File: src/scis_consts.svh
`ifndef SCIS_CONSTS_SVH
`define SCIS_CONSTS_SVH

// ----------------------------------------------------------------------------
// timing
// ----------------------------------------------------------------------------
`define SCIS_CLK_KHZ        125000
`define SCIS_ENC_READY_MS   400
`define SCIS_ENC_SERIAL_MS  100

// ----------------------------------------------------------------------------
// apb map (byte addresses) and register indices
// ----------------------------------------------------------------------------
`define SCIS_AW             8
`define SCIS_NUM_CFG        9
`define SCIS_A_SETUP1       8'h00
`define SCIS_A_SETUP2       8'h04
`define SCIS_A_LOCK_SPEED   8'h08
`define SCIS_A_FWD_CLAMP    8'h0C
`define SCIS_A_REV_CLAMP    8'h10
`define SCIS_A_SPEED1       8'h14
`define SCIS_A_SPEED2       8'h18
`define SCIS_A_SPEED3       8'h1C
`define SCIS_A_MODE_CFG     8'h20
`define SCIS_A_STATUS       8'h24
`define SCIS_IX_SETUP1      4'h0
`define SCIS_IX_SETUP2      4'h1
`define SCIS_IX_LOCK_SPEED  4'h2
`define SCIS_IX_FWD_CLAMP   4'h3
`define SCIS_IX_REV_CLAMP   4'h4
`define SCIS_IX_SPEED1      4'h5
`define SCIS_IX_SPEED2      4'h6
`define SCIS_IX_SPEED3      4'h7
`define SCIS_IX_MODE_CFG    4'h8
`define SCIS_IX_STATUS      4'h9

// ----------------------------------------------------------------------------
// field positions and values
// ----------------------------------------------------------------------------
`define SCIS_S1_RUN_BYPASS  0
`define SCIS_S1_FWD_OFF     2
`define SCIS_S1_REV_OFF     3
`define SCIS_S1_STOP_A      6
`define SCIS_S1_STOP_B      8
`define SCIS_S1_STOP_C      9
`define SCIS_S1_FN_A        10
`define SCIS_S1_FN_B        11
`define SCIS_S2_SPEED_SEL   2
`define SCIS_MC_TORQUE1     2'b01
`define SCIS_MC_TORQUE2     2'b10
`define SCIS_RST_ZERO       16'h0000
`define SCIS_RST_CLAMP      16'h0064

`endif

File: src/scis_pkg.sv
`default_nettype none

package scis_pkg;

	typedef enum logic [1:0]
	{
		ENC_OFF    = 2'b00,
		ENC_SERIAL = 2'b01,
		ENC_PULSES = 2'b10,
		ENC_NORMAL = 2'b11
	} scis_enc_state_type;

	typedef enum logic [1:0]
	{
		MODE_SPEED    = 2'b00,
		MODE_TORQUE   = 2'b01,
		MODE_POSITION = 2'b10
	} scis_ctrl_mode_type;

	typedef enum logic [2:0]
	{
		FN_GAIN      = 3'b000,
		FN_LOCK      = 3'b001,
		FN_SWITCH    = 3'b010,
		FN_DIRECTION = 3'b011,
		FN_NONE      = 3'b100
	} scis_mf_fn_type;

	// discrete inputs from the host controller
	typedef struct packed
	{
		logic run;
		logic multi_fn;
		logic forward_drive_permit;
		logic reverse_drive_permit;
		logic forward_current_clamp;
		logic reverse_current_clamp;
		logic alarm_reset;
		logic encoder_power_request;
	} scis_ctl_in_type;

	// commands to the power stage, loops and encoder interface
	typedef struct packed
	{
		logic               main_power;
		logic               integral_disable;
		scis_ctrl_mode_type ctrl_mode;
		logic               speed_limit_mode;
		logic               internal_speed_direction;
		logic               internal_speed_active;
		logic [15:0]        internal_speed;
		logic               forward_clamp_on;
		logic               reverse_clamp_on;
		logic [15:0]        forward_clamp_percent;
		logic [15:0]        reverse_clamp_percent;
		logic               forward_blocked;
		logic               reverse_blocked;
		logic [2:0]         stop_method;
		logic               alarm;
		logic               encoder_supply;
		scis_enc_state_type encoder_phase;
	} scis_drive_cmd_type;

endpackage

`default_nettype wire

File: src/scis_sync.sv
`timescale 1ns/1ps
`default_nettype none

// two-stage synchroniser; only q_out may be looked at downstream
module scis_sync #(
	parameter int unsigned WIDTH = 1
) (
	input  wire logic [WIDTH-1:0] d_in,
	input  wire logic             clk,
	input  wire logic             rst,
	output logic      [WIDTH-1:0] q_out
);

	logic [WIDTH-1:0] meta_q;

	// first stage feeds only the second stage
	always_ff @(posedge clk)
	begin
		if (rst)
		begin
			meta_q <= '0;
			q_out  <= '0;
		end
		else
		begin
			meta_q <= d_in;
			q_out  <= meta_q;
		end
	end

endmodule
`default_nettype wire

File: src/scis_timer.sv
`timescale 1ns/1ps
`default_nettype none

// one-shot delay: done rises CYCLES edges after the start edge and stays
module scis_timer #(
	parameter int unsigned CYCLES = 1
) (
	input  wire logic clk,
	input  wire logic rst,
	input  wire logic start,
	input  wire logic clear,
	output logic      done
);

	logic [31:0] count_q;
	logic        run_q;

	// clear dominates start so a supply cut always aborts the sequence
	always_ff @(posedge clk)
	begin
		if (rst || clear)
		begin
			count_q <= 32'h0000_0000;
			run_q   <= 1'b0;
			done    <= 1'b0;
		end
		else if (start)
		begin
			count_q <= 32'h0000_0000;
			run_q   <= 1'b1;
			done    <= 1'b0;
		end
		else if (run_q)
		begin
			if (count_q == 32'(CYCLES - 1))
			begin
				run_q <= 1'b0;
				done  <= 1'b1;
			end
			else
			begin
				count_q <= count_q + 32'h0000_0001;
			end
		end
	end

endmodule
`default_nettype wire

File: src/scis_top.sv
// Functional notes
// - main power only while run is asserted or setup1 bit 0 is set; otherwise servo off
// - setup1 bit 0 bypasses run and servo turns on after power-up
// - setup1 bits b,A pick multi-function meaning; speed-select mode makes it direction
// - gain reduction asserted disables the loop integral term
// - position lock below lock speed switches speed control to position hold
// - torque mode II: torque/speed switch asserted selects speed control
// - in torque control the analog speed command acts as speed limit
// - direction input low forward, high reverse at internal speeds
// - forward prohibit honoured if setup1 bit 2 is 0, reverse if bit 3 is 0
// - a direction is permitted only while its permit input is asserted or its setup1 bit (2 forward, 3 reverse) is set
// - blocked motion stops by setup1 bits 6, 8, 9; no alarm raised
// - under torque control bits 6 and 9 pick the stop method; bit 8 is forced to 0
// - setup2 bit 2 clear: shared inputs clamp forward and reverse current
// - clamp values are percent of rated current, 100 means rated
// - setup2 bit 2 set: shared inputs select internal speeds one to three
// - alarm reset input clears the servo alarm state
// - encoder request rising turns on the encoder supply
// - encoder request falling with motor unpowered cuts the encoder supply
// - request falling is ignored while the motor is powered
// - no motor power until request asserted and encoder in normal output
// - after request: serial data, initial pulses, normal output after 400 ms
//
// Implementation choices: the register addresses and register access over APB.
`timescale 1ns/1ps
`default_nettype none
`include "scis_consts.svh"

module scis_top #(
	parameter int unsigned ENC_READY_CYCLES  = `SCIS_ENC_READY_MS * `SCIS_CLK_KHZ,
	parameter int unsigned ENC_SERIAL_CYCLES = `SCIS_ENC_SERIAL_MS * `SCIS_CLK_KHZ
) (
	input  wire logic                         clk,
	input  wire logic                         rst,
	input  wire logic                         psel,
	input  wire logic                         penable,
	input  wire logic                         pwrite,
	input  wire logic [`SCIS_AW-1:0]          paddr,
	input  wire logic [31:0]                  pwdata,
	output logic      [31:0]                  prdata,
	output logic                              pready,
	output logic                              pslverr,
	input  wire scis_pkg::scis_ctl_in_type    ctl_in,
	input  wire logic                         drive_fault,
	input  wire logic signed [15:0]           motor_speed,
	output var scis_pkg::scis_drive_cmd_type  drive_cmd
);

	import scis_pkg::*;

	scis_ctl_in_type    ctl_s;
	scis_drive_cmd_type cmd_d;
	scis_drive_cmd_type cmd_q;
	scis_enc_state_type enc_st_q;
	scis_ctrl_mode_type mode;
	scis_mf_fn_type     mf_fn;
	logic [15:0]        cfg_q [`SCIS_NUM_CFG];
	logic [15:0]        setup1;
	logic [15:0]        setup2;
	logic [15:0]        status;
	logic [15:0]        speed_mag;
	logic [4:0]         dec;
	logic [1:0]         spd_code;
	logic               sen_prev_q;
	logic               arst_prev_q;
	logic               enc_supply_q;
	logic               alarm_q;
	logic               sen_rise;
	logic               sen_fall;
	logic               arst_rise;
	logic               enc_cut;
	logic               enc_ok;
	logic               run_eff;
	logic               serial_done;
	logic               ready_done;
	logic               wr_en;
	logic               dir_sel;
	logic               torque_cfg;

	// ------------------------------------------------------------------------
	// input synchronisation and edges
	// ------------------------------------------------------------------------

	// every host input crosses two flops before anything decodes it
	scis_sync #(
		.WIDTH ($bits(scis_ctl_in_type))
	) u_sync (
		.d_in  (ctl_in),
		.clk   (clk),
		.rst   (rst),
		.q_out (ctl_s)
	);

	// edge history taken from the synchronised copy only
	always_ff @(posedge clk)
	begin
		if (rst)
		begin
			sen_prev_q  <= 1'b0;
			arst_prev_q <= 1'b0;
		end
		else
		begin
			sen_prev_q  <= ctl_s.encoder_power_request;
			arst_prev_q <= ctl_s.alarm_reset;
		end
	end

	assign sen_rise  = ctl_s.encoder_power_request & ~sen_prev_q;
	assign sen_fall  = ~ctl_s.encoder_power_request & sen_prev_q;
	assign arst_rise = ctl_s.alarm_reset & ~arst_prev_q;

	// ------------------------------------------------------------------------
	// apb slave
	// ------------------------------------------------------------------------

	// address to {hit, index}; shared by the read and write paths
	function automatic logic [4:0] addr_decode(input logic [`SCIS_AW-1:0] a);
		logic [4:0] r;
		r = {1'b0, `SCIS_IX_SETUP1};
		unique case (a)
			`SCIS_A_SETUP1:     r = {1'b1, `SCIS_IX_SETUP1};
			`SCIS_A_SETUP2:     r = {1'b1, `SCIS_IX_SETUP2};
			`SCIS_A_LOCK_SPEED: r = {1'b1, `SCIS_IX_LOCK_SPEED};
			`SCIS_A_FWD_CLAMP:  r = {1'b1, `SCIS_IX_FWD_CLAMP};
			`SCIS_A_REV_CLAMP:  r = {1'b1, `SCIS_IX_REV_CLAMP};
			`SCIS_A_SPEED1:     r = {1'b1, `SCIS_IX_SPEED1};
			`SCIS_A_SPEED2:     r = {1'b1, `SCIS_IX_SPEED2};
			`SCIS_A_SPEED3:     r = {1'b1, `SCIS_IX_SPEED3};
			`SCIS_A_MODE_CFG:   r = {1'b1, `SCIS_IX_MODE_CFG};
			`SCIS_A_STATUS:     r = {1'b1, `SCIS_IX_STATUS};
			default:            r = {1'b0, `SCIS_IX_SETUP1};
		endcase
		return r;
	endfunction

	// clamps come out of reset at rated current so an unconfigured drive is sane
	function automatic logic [15:0] reset_value(input int idx);
		logic [15:0] v;
		v = `SCIS_RST_ZERO;
		if (idx == int'(`SCIS_IX_FWD_CLAMP) || idx == int'(`SCIS_IX_REV_CLAMP))
		begin
			v = `SCIS_RST_CLAMP;
		end
		return v;
	endfunction

	assign dec     = addr_decode(paddr);
	assign wr_en   = psel & penable & pwrite & dec[4] & (dec[3:0] != `SCIS_IX_STATUS);
	assign pready  = psel & penable;
	assign pslverr = psel & penable & ~dec[4];

	// configuration writes land at the access edge; status is read-only
	always_ff @(posedge clk)
	begin
		if (rst)
		begin
			for (int i = 0; i < `SCIS_NUM_CFG; i++)
			begin
				cfg_q[i] <= reset_value(i);
			end
		end
		else if (wr_en)
		begin
			cfg_q[dec[3:0]] <= pwdata[15:0];
		end
	end

	assign status = {7'h00, cmd_q.forward_blocked, cmd_q.reverse_blocked, cmd_q.ctrl_mode,
		enc_st_q, enc_supply_q, cmd_q.main_power, alarm_q};

	// read data is captured in the setup cycle, so access needs no wait state
	always_ff @(posedge clk)
	begin
		if (rst)
		begin
			prdata <= 32'h0000_0000;
		end
		else if (psel && !penable)
		begin
			if (!dec[4])
			begin
				prdata <= 32'h0000_0000;
			end
			else if (dec[3:0] == `SCIS_IX_STATUS)
			begin
				prdata <= {16'h0000, status};
			end
			else
			begin
				prdata <= {16'h0000, cfg_q[dec[3:0]]};
			end
		end
	end

	assign setup1 = cfg_q[`SCIS_IX_SETUP1];
	assign setup2 = cfg_q[`SCIS_IX_SETUP2];

	// ------------------------------------------------------------------------
	// encoder supply and output sequencing
	// ------------------------------------------------------------------------

	// a falling request while powered is dropped, not deferred
	assign enc_cut = sen_fall & ~cmd_q.main_power;

	always_ff @(posedge clk)
	begin
		if (rst)
		begin
			enc_supply_q <= 1'b0;
		end
		else if (sen_rise)
		begin
			enc_supply_q <= 1'b1;
		end
		else if (enc_cut)
		begin
			enc_supply_q <= 1'b0;
		end
	end

	scis_timer #(
		.CYCLES (ENC_SERIAL_CYCLES)
	) u_serial_tmr (
		.clk   (clk),
		.rst   (rst),
		.start (sen_rise),
		.clear (enc_cut),
		.done  (serial_done)
	);

	scis_timer #(
		.CYCLES (ENC_READY_CYCLES)
	) u_ready_tmr (
		.clk   (clk),
		.rst   (rst),
		.start (sen_rise),
		.clear (enc_cut),
		.done  (ready_done)
	);

	// serial position, then initial pulses, then normal incremental output
	always_ff @(posedge clk)
	begin
		if (rst || enc_cut)
		begin
			enc_st_q <= ENC_OFF;
		end
		else if (sen_rise)
		begin
			enc_st_q <= ENC_SERIAL;
		end
		else
		begin
			unique case (enc_st_q)
				ENC_OFF:    enc_st_q <= ENC_OFF;
				ENC_SERIAL: enc_st_q <= serial_done ? ENC_PULSES : ENC_SERIAL;
				ENC_PULSES: enc_st_q <= ready_done ? ENC_NORMAL : ENC_PULSES;
				ENC_NORMAL: enc_st_q <= ENC_NORMAL;
			endcase
		end
	end

	// ------------------------------------------------------------------------
	// alarm
	// ------------------------------------------------------------------------

	// a fault in the reset cycle wins, so a live fault is never masked
	always_ff @(posedge clk)
	begin
		if (rst)
		begin
			alarm_q <= 1'b0;
		end
		else if (drive_fault)
		begin
			alarm_q <= 1'b1;
		end
		else if (arst_rise)
		begin
			alarm_q <= 1'b0;
		end
	end

	// ------------------------------------------------------------------------
	// mode and command decode
	// ------------------------------------------------------------------------

	assign run_eff    = setup1[`SCIS_S1_RUN_BYPASS] | ctl_s.run;
	assign enc_ok     = ctl_s.encoder_power_request & (enc_st_q == ENC_NORMAL);
	assign dir_sel    = setup2[`SCIS_S2_SPEED_SEL];
	assign torque_cfg = (cfg_q[`SCIS_IX_MODE_CFG][1:0] == `SCIS_MC_TORQUE1) |
		(cfg_q[`SCIS_IX_MODE_CFG][1:0] == `SCIS_MC_TORQUE2);
	assign speed_mag  = motor_speed[15] ? 16'(-motor_speed) : 16'(motor_speed);
	assign spd_code   = {ctl_s.reverse_current_clamp, ctl_s.forward_current_clamp};

	// meaning of the multi-function input; b,A = 1,0 is unassigned
	always_comb
	begin
		mf_fn = FN_NONE;
		if (dir_sel)
		begin
			mf_fn = FN_DIRECTION;
		end
		else
		begin
			unique case ({setup1[`SCIS_S1_FN_B], setup1[`SCIS_S1_FN_A]})
				2'b00:   mf_fn = FN_GAIN;
				2'b01:   mf_fn = FN_LOCK;
				2'b11:   mf_fn = FN_SWITCH;
				default: mf_fn = FN_NONE;
			endcase
		end
	end

	// position hold is level based: releasing the input returns to speed loop
	always_comb
	begin
		mode = torque_cfg ? MODE_TORQUE : MODE_SPEED;
		if (cfg_q[`SCIS_IX_MODE_CFG][1:0] == `SCIS_MC_TORQUE2 && mf_fn == FN_SWITCH &&
			ctl_s.multi_fn)
		begin
			mode = MODE_SPEED;
		end
		if (mode == MODE_SPEED && mf_fn == FN_LOCK && ctl_s.multi_fn &&
			speed_mag < cfg_q[`SCIS_IX_LOCK_SPEED])
		begin
			mode = MODE_POSITION;
		end
	end

	always_comb
	begin
		cmd_d                  = cmd_q;
		// power needs encoder ready to start, but only the supply to stay on
		cmd_d.main_power       = run_eff & ~alarm_q &
			(cmd_q.main_power ? enc_supply_q : enc_ok);
		cmd_d.integral_disable = (mf_fn == FN_GAIN) & ctl_s.multi_fn;
		cmd_d.ctrl_mode        = mode;
		cmd_d.speed_limit_mode = (mode == MODE_TORQUE);
		cmd_d.internal_speed_direction = (mf_fn == FN_DIRECTION) & ctl_s.multi_fn;
		cmd_d.internal_speed_active    = dir_sel & (spd_code != 2'b00);
		unique case (spd_code)
			2'b01:   cmd_d.internal_speed = cfg_q[`SCIS_IX_SPEED1];
			2'b10:   cmd_d.internal_speed = cfg_q[`SCIS_IX_SPEED2];
			2'b11:   cmd_d.internal_speed = cfg_q[`SCIS_IX_SPEED3];
			default: cmd_d.internal_speed = `SCIS_RST_ZERO;
		endcase
		cmd_d.forward_clamp_on      = ~dir_sel & ctl_s.forward_current_clamp;
		cmd_d.reverse_clamp_on      = ~dir_sel & ctl_s.reverse_current_clamp;
		cmd_d.forward_clamp_percent = cfg_q[`SCIS_IX_FWD_CLAMP];
		cmd_d.reverse_clamp_percent = cfg_q[`SCIS_IX_REV_CLAMP];
		// overtravel only blocks motion; alarm_q is never touched here
		cmd_d.forward_blocked = ~setup1[`SCIS_S1_FWD_OFF] & ~ctl_s.forward_drive_permit;
		cmd_d.reverse_blocked = ~setup1[`SCIS_S1_REV_OFF] & ~ctl_s.reverse_drive_permit;
		cmd_d.stop_method     = {setup1[`SCIS_S1_STOP_C],
			(mode == MODE_TORQUE) ? 1'b0 : setup1[`SCIS_S1_STOP_B],
			setup1[`SCIS_S1_STOP_A]};
		cmd_d.alarm          = alarm_q;
		cmd_d.encoder_supply = enc_supply_q;
		cmd_d.encoder_phase  = enc_st_q;
	end

	// all drive commands leave from one register bank
	always_ff @(posedge clk)
	begin
		if (rst)
		begin
			cmd_q                       <= '0;
			cmd_q.forward_clamp_percent <= `SCIS_RST_CLAMP;
			cmd_q.reverse_clamp_percent <= `SCIS_RST_CLAMP;
		end
		else
		begin
			cmd_q <= cmd_d;
		end
	end

	assign drive_cmd = cmd_q;
endmodule
`default_nettype wire

File: config.mk
export PLATFORM = sky130hd
export DESIGN_NAME = scis_top
export DESIGN_NICKNAME = d
export VERILOG_FILES = /design/src/scis_pkg.sv /design/src/scis_sync.sv /design/src/scis_timer.sv /design/src/scis_top.sv
export VERILOG_INCLUDE_DIRS = /design/src
export SDC_FILE = /design/constraint.sdc
export NUM_CORES = 1
export LEC_CHECK = 0
export ABC_CLOCK_PERIOD_IN_PS = 6200
export BUFFER_PORTS_ARGS = -buffer_cell sky130_fd_sc_hd__buf_4
export CAP_MARGIN = 25
export CORE_ASPECT_RATIO = 0.8
export CORE_MARGIN = 2
export CORE_UTILIZATION = 25
export CTS_CLUSTER_SIZE = 16
export DETAILED_ROUTE_END_ITERATION = 8
export PLACE_DENSITY_LB_ADDON = 0.2
export SETUP_SLACK_MARGIN = 0.1
export SLEW_MARGIN = 10
export SYNTH_ARGS = -nofsm -noshare
export SYNTH_HDL_FRONTEND = slang
export SYNTH_SLANG_ARGS = --single-unit
File: constraint.sdc
create_clock -name clk -period 6.2 [get_ports clk]
set_input_delay 0.62 -clock clk [delete_from_list [all_inputs] [get_ports clk]]
set_output_delay 0.62 -clock clk [all_outputs]
set_load 0.01 [all_outputs]
# After elaboration in Yosys (flattened, before gate mapping)
# Memories as Yosys holds them, arrays and structs flattened. A register that Yosys moved wholly into a read port is not among the register bits.
# Cells that the tools add are included.
[word_totals]
register_bits = 156
mem_bits_rw = 144
input_bits = 70
out_inout_bits = 100
word_cells = 154
memories = 1
[op_classes]
add_sub_neg = 3
order_cmp = 1
n_eq_ne = 27
n_mux = 34
bitwise_logic = 34
n_reduce_logical = 23
[mem_list]
columns = ["memory", "depth", "word_bits", "read_ports", "rd_ports_with_merged_regs", "write_ports", "line", "rtl"]
rows = [
  ["cfg_q", 9, 16, 10, 2, 9, "scis_top.sv:57", "logic [15:0] cfg_q [`SCIS_NUM_CFG];"],
]
[op_table]
columns = ["op", "count"]
rows = [
  ["16-bit two-way mux", 5],
  ["32-bit by 1-bit adder with 32-bit output (second input constant)", 2],
  ["5-bit one-hot mux with 10 select lines", 1],
  ["16-bit one-hot mux with 3 select lines", 1],
  ["32-bit by 24-bit equality test with 1-bit output (second input constant)", 1],
  ["32-bit by 26-bit equality test with 1-bit output (second input constant)", 1],
  ["8-bit by 5-bit equality test with 1-bit output (second input constant)", 4],
  ["1-bit two-way mux", 21],
  ["1-bit bitwise AND", 19],
  ["8-bit by 4-bit equality test with 1-bit output (second input constant)", 2],
  ["8-bit by 6-bit equality test with 1-bit output (second input constant)", 2],
  ["16-bit < comparator", 1],
  ["16-bit negation", 1],
  ["16-bit OR reduction", 1],
  ["1-bit NOT", 13],
  ["2-bit equality test (second input constant)", 6],
  ["2-bit by 1-bit equality test with 1-bit output (second input constant)", 5],
  ["3-bit one-hot mux with 3 select lines", 1],
  ["8-bit by 3-bit equality test with 1-bit output (second input constant)", 1],
  ["8-bit logical NOT", 1],
  ["2-bit one-hot mux with 4 select lines", 1],
  ["2-bit AND reduction", 4],
  ["3-bit by 2-bit equality test with 1-bit output (second input constant)", 2],
  ["1-bit logical AND", 6],
  ["other kinds (13)", 20],
]

# Depth between registers and ports, before layout
# An unclocked memory read counts as a cell.
[depth]
word_depth = 15
depth_mapped = 11
mapped_depth_nobuf = 11

# By module
# A second synthesis with hierarchy kept.
[hier_totals]
cells_unflattened = 1363
hier_area_um2 = 14936.8
[by_module_without_submodules]
columns = ["mod", "n_inst", "cells_each", "area_per_inst_um2", "seq_area_each_um2"]
rows = [
  ["scis_top", 1, 945, 11060.6, 6426.2],
  ["scis_timer at u_ready_tmr", 1, 193, 1755.4, 680.7],
  ["scis_timer at u_serial_tmr", 1, 192, 1656.6, 680.7],
  ["scis_sync", 1, 33, 464.2, 320.3],
]

# Worst setup path after synthesis
# OpenSTA, ideal clock, no wires.
[synth_timing]
path_kind = "input to register"
startpoint = "input port paddr[1]"
endpoint = "memory cfg_q[2][0], enable pin"
setup_ps = 334
arrival_time_ps = 2259
required_time_ps = 5866
path_slack_ps = 3607
path_stages = 5
n_path_buf = 1
path_cell_list = "or4_4 or4_1 buf_2 nor3b_4 or2_2"
[synth_lines]
columns = ["item", "line", "rtl"]
rows = [
  ["start, declared", "scis_top.sv:38", "input wire logic [`SCIS_AW-1:0] paddr,"],
  ["end, declared", "scis_top.sv:57", ""],
]

==> impl_results.md <==
* Share of layout cells above drive strength 1 at 0.173
* Setup_tns at 0 ns
* Layout overhead on the synthesized area at 20.9%
* Worst path arrival time at ~4.0 ns
* Antenna Violating Nets Remaining at 0
* Largest net degree at the start of global routing at 56
* R2r worst-path depth at 7
* Flops & latches, synth at 335
* H-tree levels at 2
* Die extent in x at 275 µm
* Clock Tree Root: sky130_fd_sc_hd__clkbuf_16
* Power Total at 5.16 mW
* Hold buffers post-CTS at 0
* Buffers inserted during post-CTS setup optimization at 0
* EDFF count, synth at 164
* Number of buffers between clock root and the deepest sink at 3
* Worst ir drop on vdd at around 0.17 mV
* Die ar. at 60,900 µm²
* Highest-count cells in the layout ignoring fill and taps: sky130_fd_sc_hd__dfxtp_1, sky130_fd_sc_hd__edfxtp_1, sky130_fd_sc_hd__buf_4
* Iteration-0 DRC count of the detailed router at between 700 and 800
* Count of pins over their slew limit at 0
* CP Cell Sequence: buf_4 -> inv_1 -> a211o_1 -> or2_1 -> buf_4 -> nor2_2 -> or2_2
* Num CTS Buffers at 38
* Leakage Power at approximately 6.5 nW
* Final critical path time including I/O delays and setup at 3.78 ns
* Global-route usage over all layers at 0.144
* Share of the clock period used by the worst path at 0.609
* Total placed instance area at 16,500 µm²
* Die outline height at approximately 220 µm
* Total power per unit cell area at a little under 300 nW/µm²
* Total instance count after detailed placement at between 2,000 and 2,500
* Starting utilization of the core area at 0.253
* Min-Delay Path Class: primary input to flip-flop
* Number of top-level pins at 170
* Number of antenna cells inserted at 0
* Worst Path Buf+Inv at 3
* Required time at the endpoint of the critical path at ~6.4 ns
* Most common cell after layout, fill and taps aside: sky130_fd_sc_hd__dfxtp_1
* Pre-CTS setup slack at 1.87 ns
* Least-Margin Pin Slew at a little over 1 ns
* Post-route standard cell area excluding fillers at ~18,000 µm²
* Setup WS post-layout at 2.42 ns
* Crit start category: primary input
* Critical Path Max Stage Delay at 0.63 ns
* Most common cell on crit path: sky130_fd_sc_hd__buf_4
* Category of the worst setup path capture point: flip-flop
* Synthesized instance count at 1,340
* Count of yosys warnings during synthesis at 0
* Number of buffers added on ports at 137
* Clock insertion delay at the later pin of the skew report at 0.54 ns
* Hold Vio Cnt, Final at 0
* Overall routed net length at 44,300 µm
* Top flip-flop cell by instance count after synthesis: sky130_fd_sc_hd__dfxtp_1
* Result of the run: completed
* Layout Utilization at 0.306
* Crit path depth at 7
* Clock tree from TritonCTS: done
* Worst clock skew at 0.0291 ns
* Average wire length per cell after detail routing at 19.5 µm
* Standard-cell rows at 79
* Asr flop ratio synth at 0
* Global-route wire length before repair at 66,600 µm
* Max Fanout on Critical Path at 55
* Avg Cell Area, Syn at ~11 µm²
* Drc violations at 0
* Tightest slew margin relative to the limit at 0.329
* Total half-perimeter wirelength after legalization and detailed placement at a little over 30,000 µm
* Final setup violating endpoints at 0
* Number of iterations in the first detailed-routing pass at 5
* Critical-path cell with the highest stage delay: sky130_fd_sc_hd__buf_4
* Sequential share of the synthesized area at 0.566
* Top delay family on crit path: simple AND/OR/NAND/NOR gates
* Number of nets in the finished design at between 1,500 and 2,000
* Placeable core region at 58,200 µm²
* Vias in the first global route at 10,600
* Finished Layout Cells at 2,272
* Clock sink total at 335
* Final-layout worst hold slack at ~0.30 ns
* Vias per cell at 4.62
* Depth of the worst hold-timing path at 3
* Routability congestion estimate from global placement at 0.801
* Max Clk Rate at 0.265 GHz
* Max-cap check violation count at 0
* Setup Crit Path Kind: primary input to flip-flop
* Total number of vias at around 11,000
* Reg clk slew, reported paths at 0.06 ns
* Distinct cell type count after synthesis at 78
* Cell area after technology mapping at ~15,000 µm²
* Initial antenna violation count at 1
* Number of gates given a new drive strength after cts at 0
* Overflow left after global routing at 0
* Setup repair after global routing missed its margin: false
worst paths after layout:
kind,start,to,slack [ns]
max,paddr[2],cfg_q[1][13]$_SDFFCE_PN0P_,2.42
min,drive_fault,alarm_q$_SDFFE_PP0P_,0.30
max reg2reg,u_serial_tmr.count_q[0]$_SDFFE_PP0P_,u_serial_tmr.count_q[23]$_SDFFE_PP0P_,3.53
min reg2reg,u_sync.q_out[4]$_SDFF_PP0_,drive_cmd[7]$_SDFF_PP0_,0.39
synthesized netlist by cell type (4+ instances only):
master	number	area share
sky130_fd_sc_hd__a22o_1	8	0.0048
sky130_fd_sc_hd__nor2b_1	57	0.024
sky130_fd_sc_hd__o21ai_0	23	0.0078
sky130_fd_sc_hd__nand2_1	75	0.019
sky130_fd_sc_hd__o221ai_1	30	0.018
sky130_fd_sc_hd__nor4_1	17	0.0072
sky130_fd_sc_hd__or2_2	16	0.0068
sky130_fd_sc_hd__o211ai_1	14	0.0071
sky130_fd_sc_hd__nor2_1	111	0.028
sky130_fd_sc_hd__nand2b_1	8	0.0034
sky130_fd_sc_hd__buf_6	5	0.0038
sky130_fd_sc_hd__a22oi_1	28	0.014
sky130_fd_sc_hd__a21o_1	4	0.0020
sky130_fd_sc_hd__buf_2	14	0.0048
sky130_fd_sc_hd__and3_1	10	0.0042
sky130_fd_sc_hd__nor4b_1	4	0.0024
sky130_fd_sc_hd__nor3b_1	6	0.0031
sky130_fd_sc_hd__o22ai_1	14	0.0059
sky130_fd_sc_hd__ha_1	19	0.016
sky130_fd_sc_hd__buf_4	20	0.010
sky130_fd_sc_hd__a21oi_1	26	0.0088
sky130_fd_sc_hd__o31ai_1	4	0.0020
sky130_fd_sc_hd__mux2i_1	18	0.012
sky130_fd_sc_hd__inv_1	30	0.0076
sky130_fd_sc_hd__o2bb2ai_1	5	0.0030
sky130_fd_sc_hd__a221oi_1	6	0.0036
sky130_fd_sc_hd__xnor2_1	50	0.030
sky130_fd_sc_hd__or4_1	5	0.0025
sky130_fd_sc_hd__and2_1	145	0.062
sky130_fd_sc_hd__edfxtp_1	164	0.33
sky130_fd_sc_hd__nor3_1	33	0.011
sky130_fd_sc_hd__mux2_2	16	0.012
sky130_fd_sc_hd__nand3_1	22	0.0075
sky130_fd_sc_hd__nand4_1	24	0.010
sky130_fd_sc_hd__or3_1	8	0.0034
sky130_fd_sc_hd__nor2_2	4	0.0017
sky130_fd_sc_hd__dfxtp_1	171	0.23
sky130_fd_sc_hd__xor2_1	17	0.010
sky130_fd_sc_hd__clkbuf_1	45	0.011
registers in the layout (all words and copies together), names as in the netlist:
| register | cells |
|---|---|
| drive_cmd | 65 |
| alarm_q | 1 |
| u_sync.q_out | 8 |
| enc_st_q | 2 |
| u_serial_tmr.count_q | 32 |
| prdata | 16 |
| u_serial_tmr.done | 1 |
| u_ready_tmr.done | 1 |
| u_sync.meta_q | 8 |
| cfg_q | 164 |
| sen_prev_q | 1 |
| u_ready_tmr.count_q | 32 |
| u_ready_tmr.run_q | 1 |
| u_serial_tmr.run_q | 1 |
| arst_prev_q | 1 |
| enc_supply_q | 1 |
logic make-up (layout without fill, tap and decap cells):
group	count (synthesis)	in the layout	synth area share
other cells	1	36	0.000254
xor+xnor	67	67	0.0398
buf+inv	119	247	0.0393
compound gates	189	189	0.0929
flops	335	335	0.566
fa+ha+maj	19	19	0.0161
mux	34	34	0.0244
simple gates	576	576	0.221
report_power, final:
part           switching [mW]  internal, mW
Clock                   0.929          1.47
Combinational           0.189         0.118
Sequential             0.0478          2.40
per-layer routing:
layer  GRT usage  share of wire  vias up
met3      0.0263          0.045       54
met5           0              0        -
met1       0.204           0.48     5191
li1            -              -     5010
met4      0.0330          0.019        0
met2       0.225           0.46      247
cell type report:
cell class | count | area (µm²)
Tap cell | 769 | 962
Clock buffer | 57 | 1170
Fill cell | 5955 | 40400
Inverter | 30 | 113
Multi-Input combinational cell | 921 | 5950
Timing Repair Buffer | 149 | 1120
Sequential cell | 335 | 8350
Clock inverter | 11 | 156
worst reg2reg max path: cells and delay by family, from the launching register on:
family | cells | cell delay [ns]
AO/OA/AOI/OAI | 1 | 0.29
adder cells (fa/ha/maj) | 1 | 0.23
buffers and inverters | 1 | 0.31
flip-flops | 1 | 0.40
AND/OR/NAND/NOR | 4 | 1.36
No activity file was read; power rests on OpenSTA's default activity.
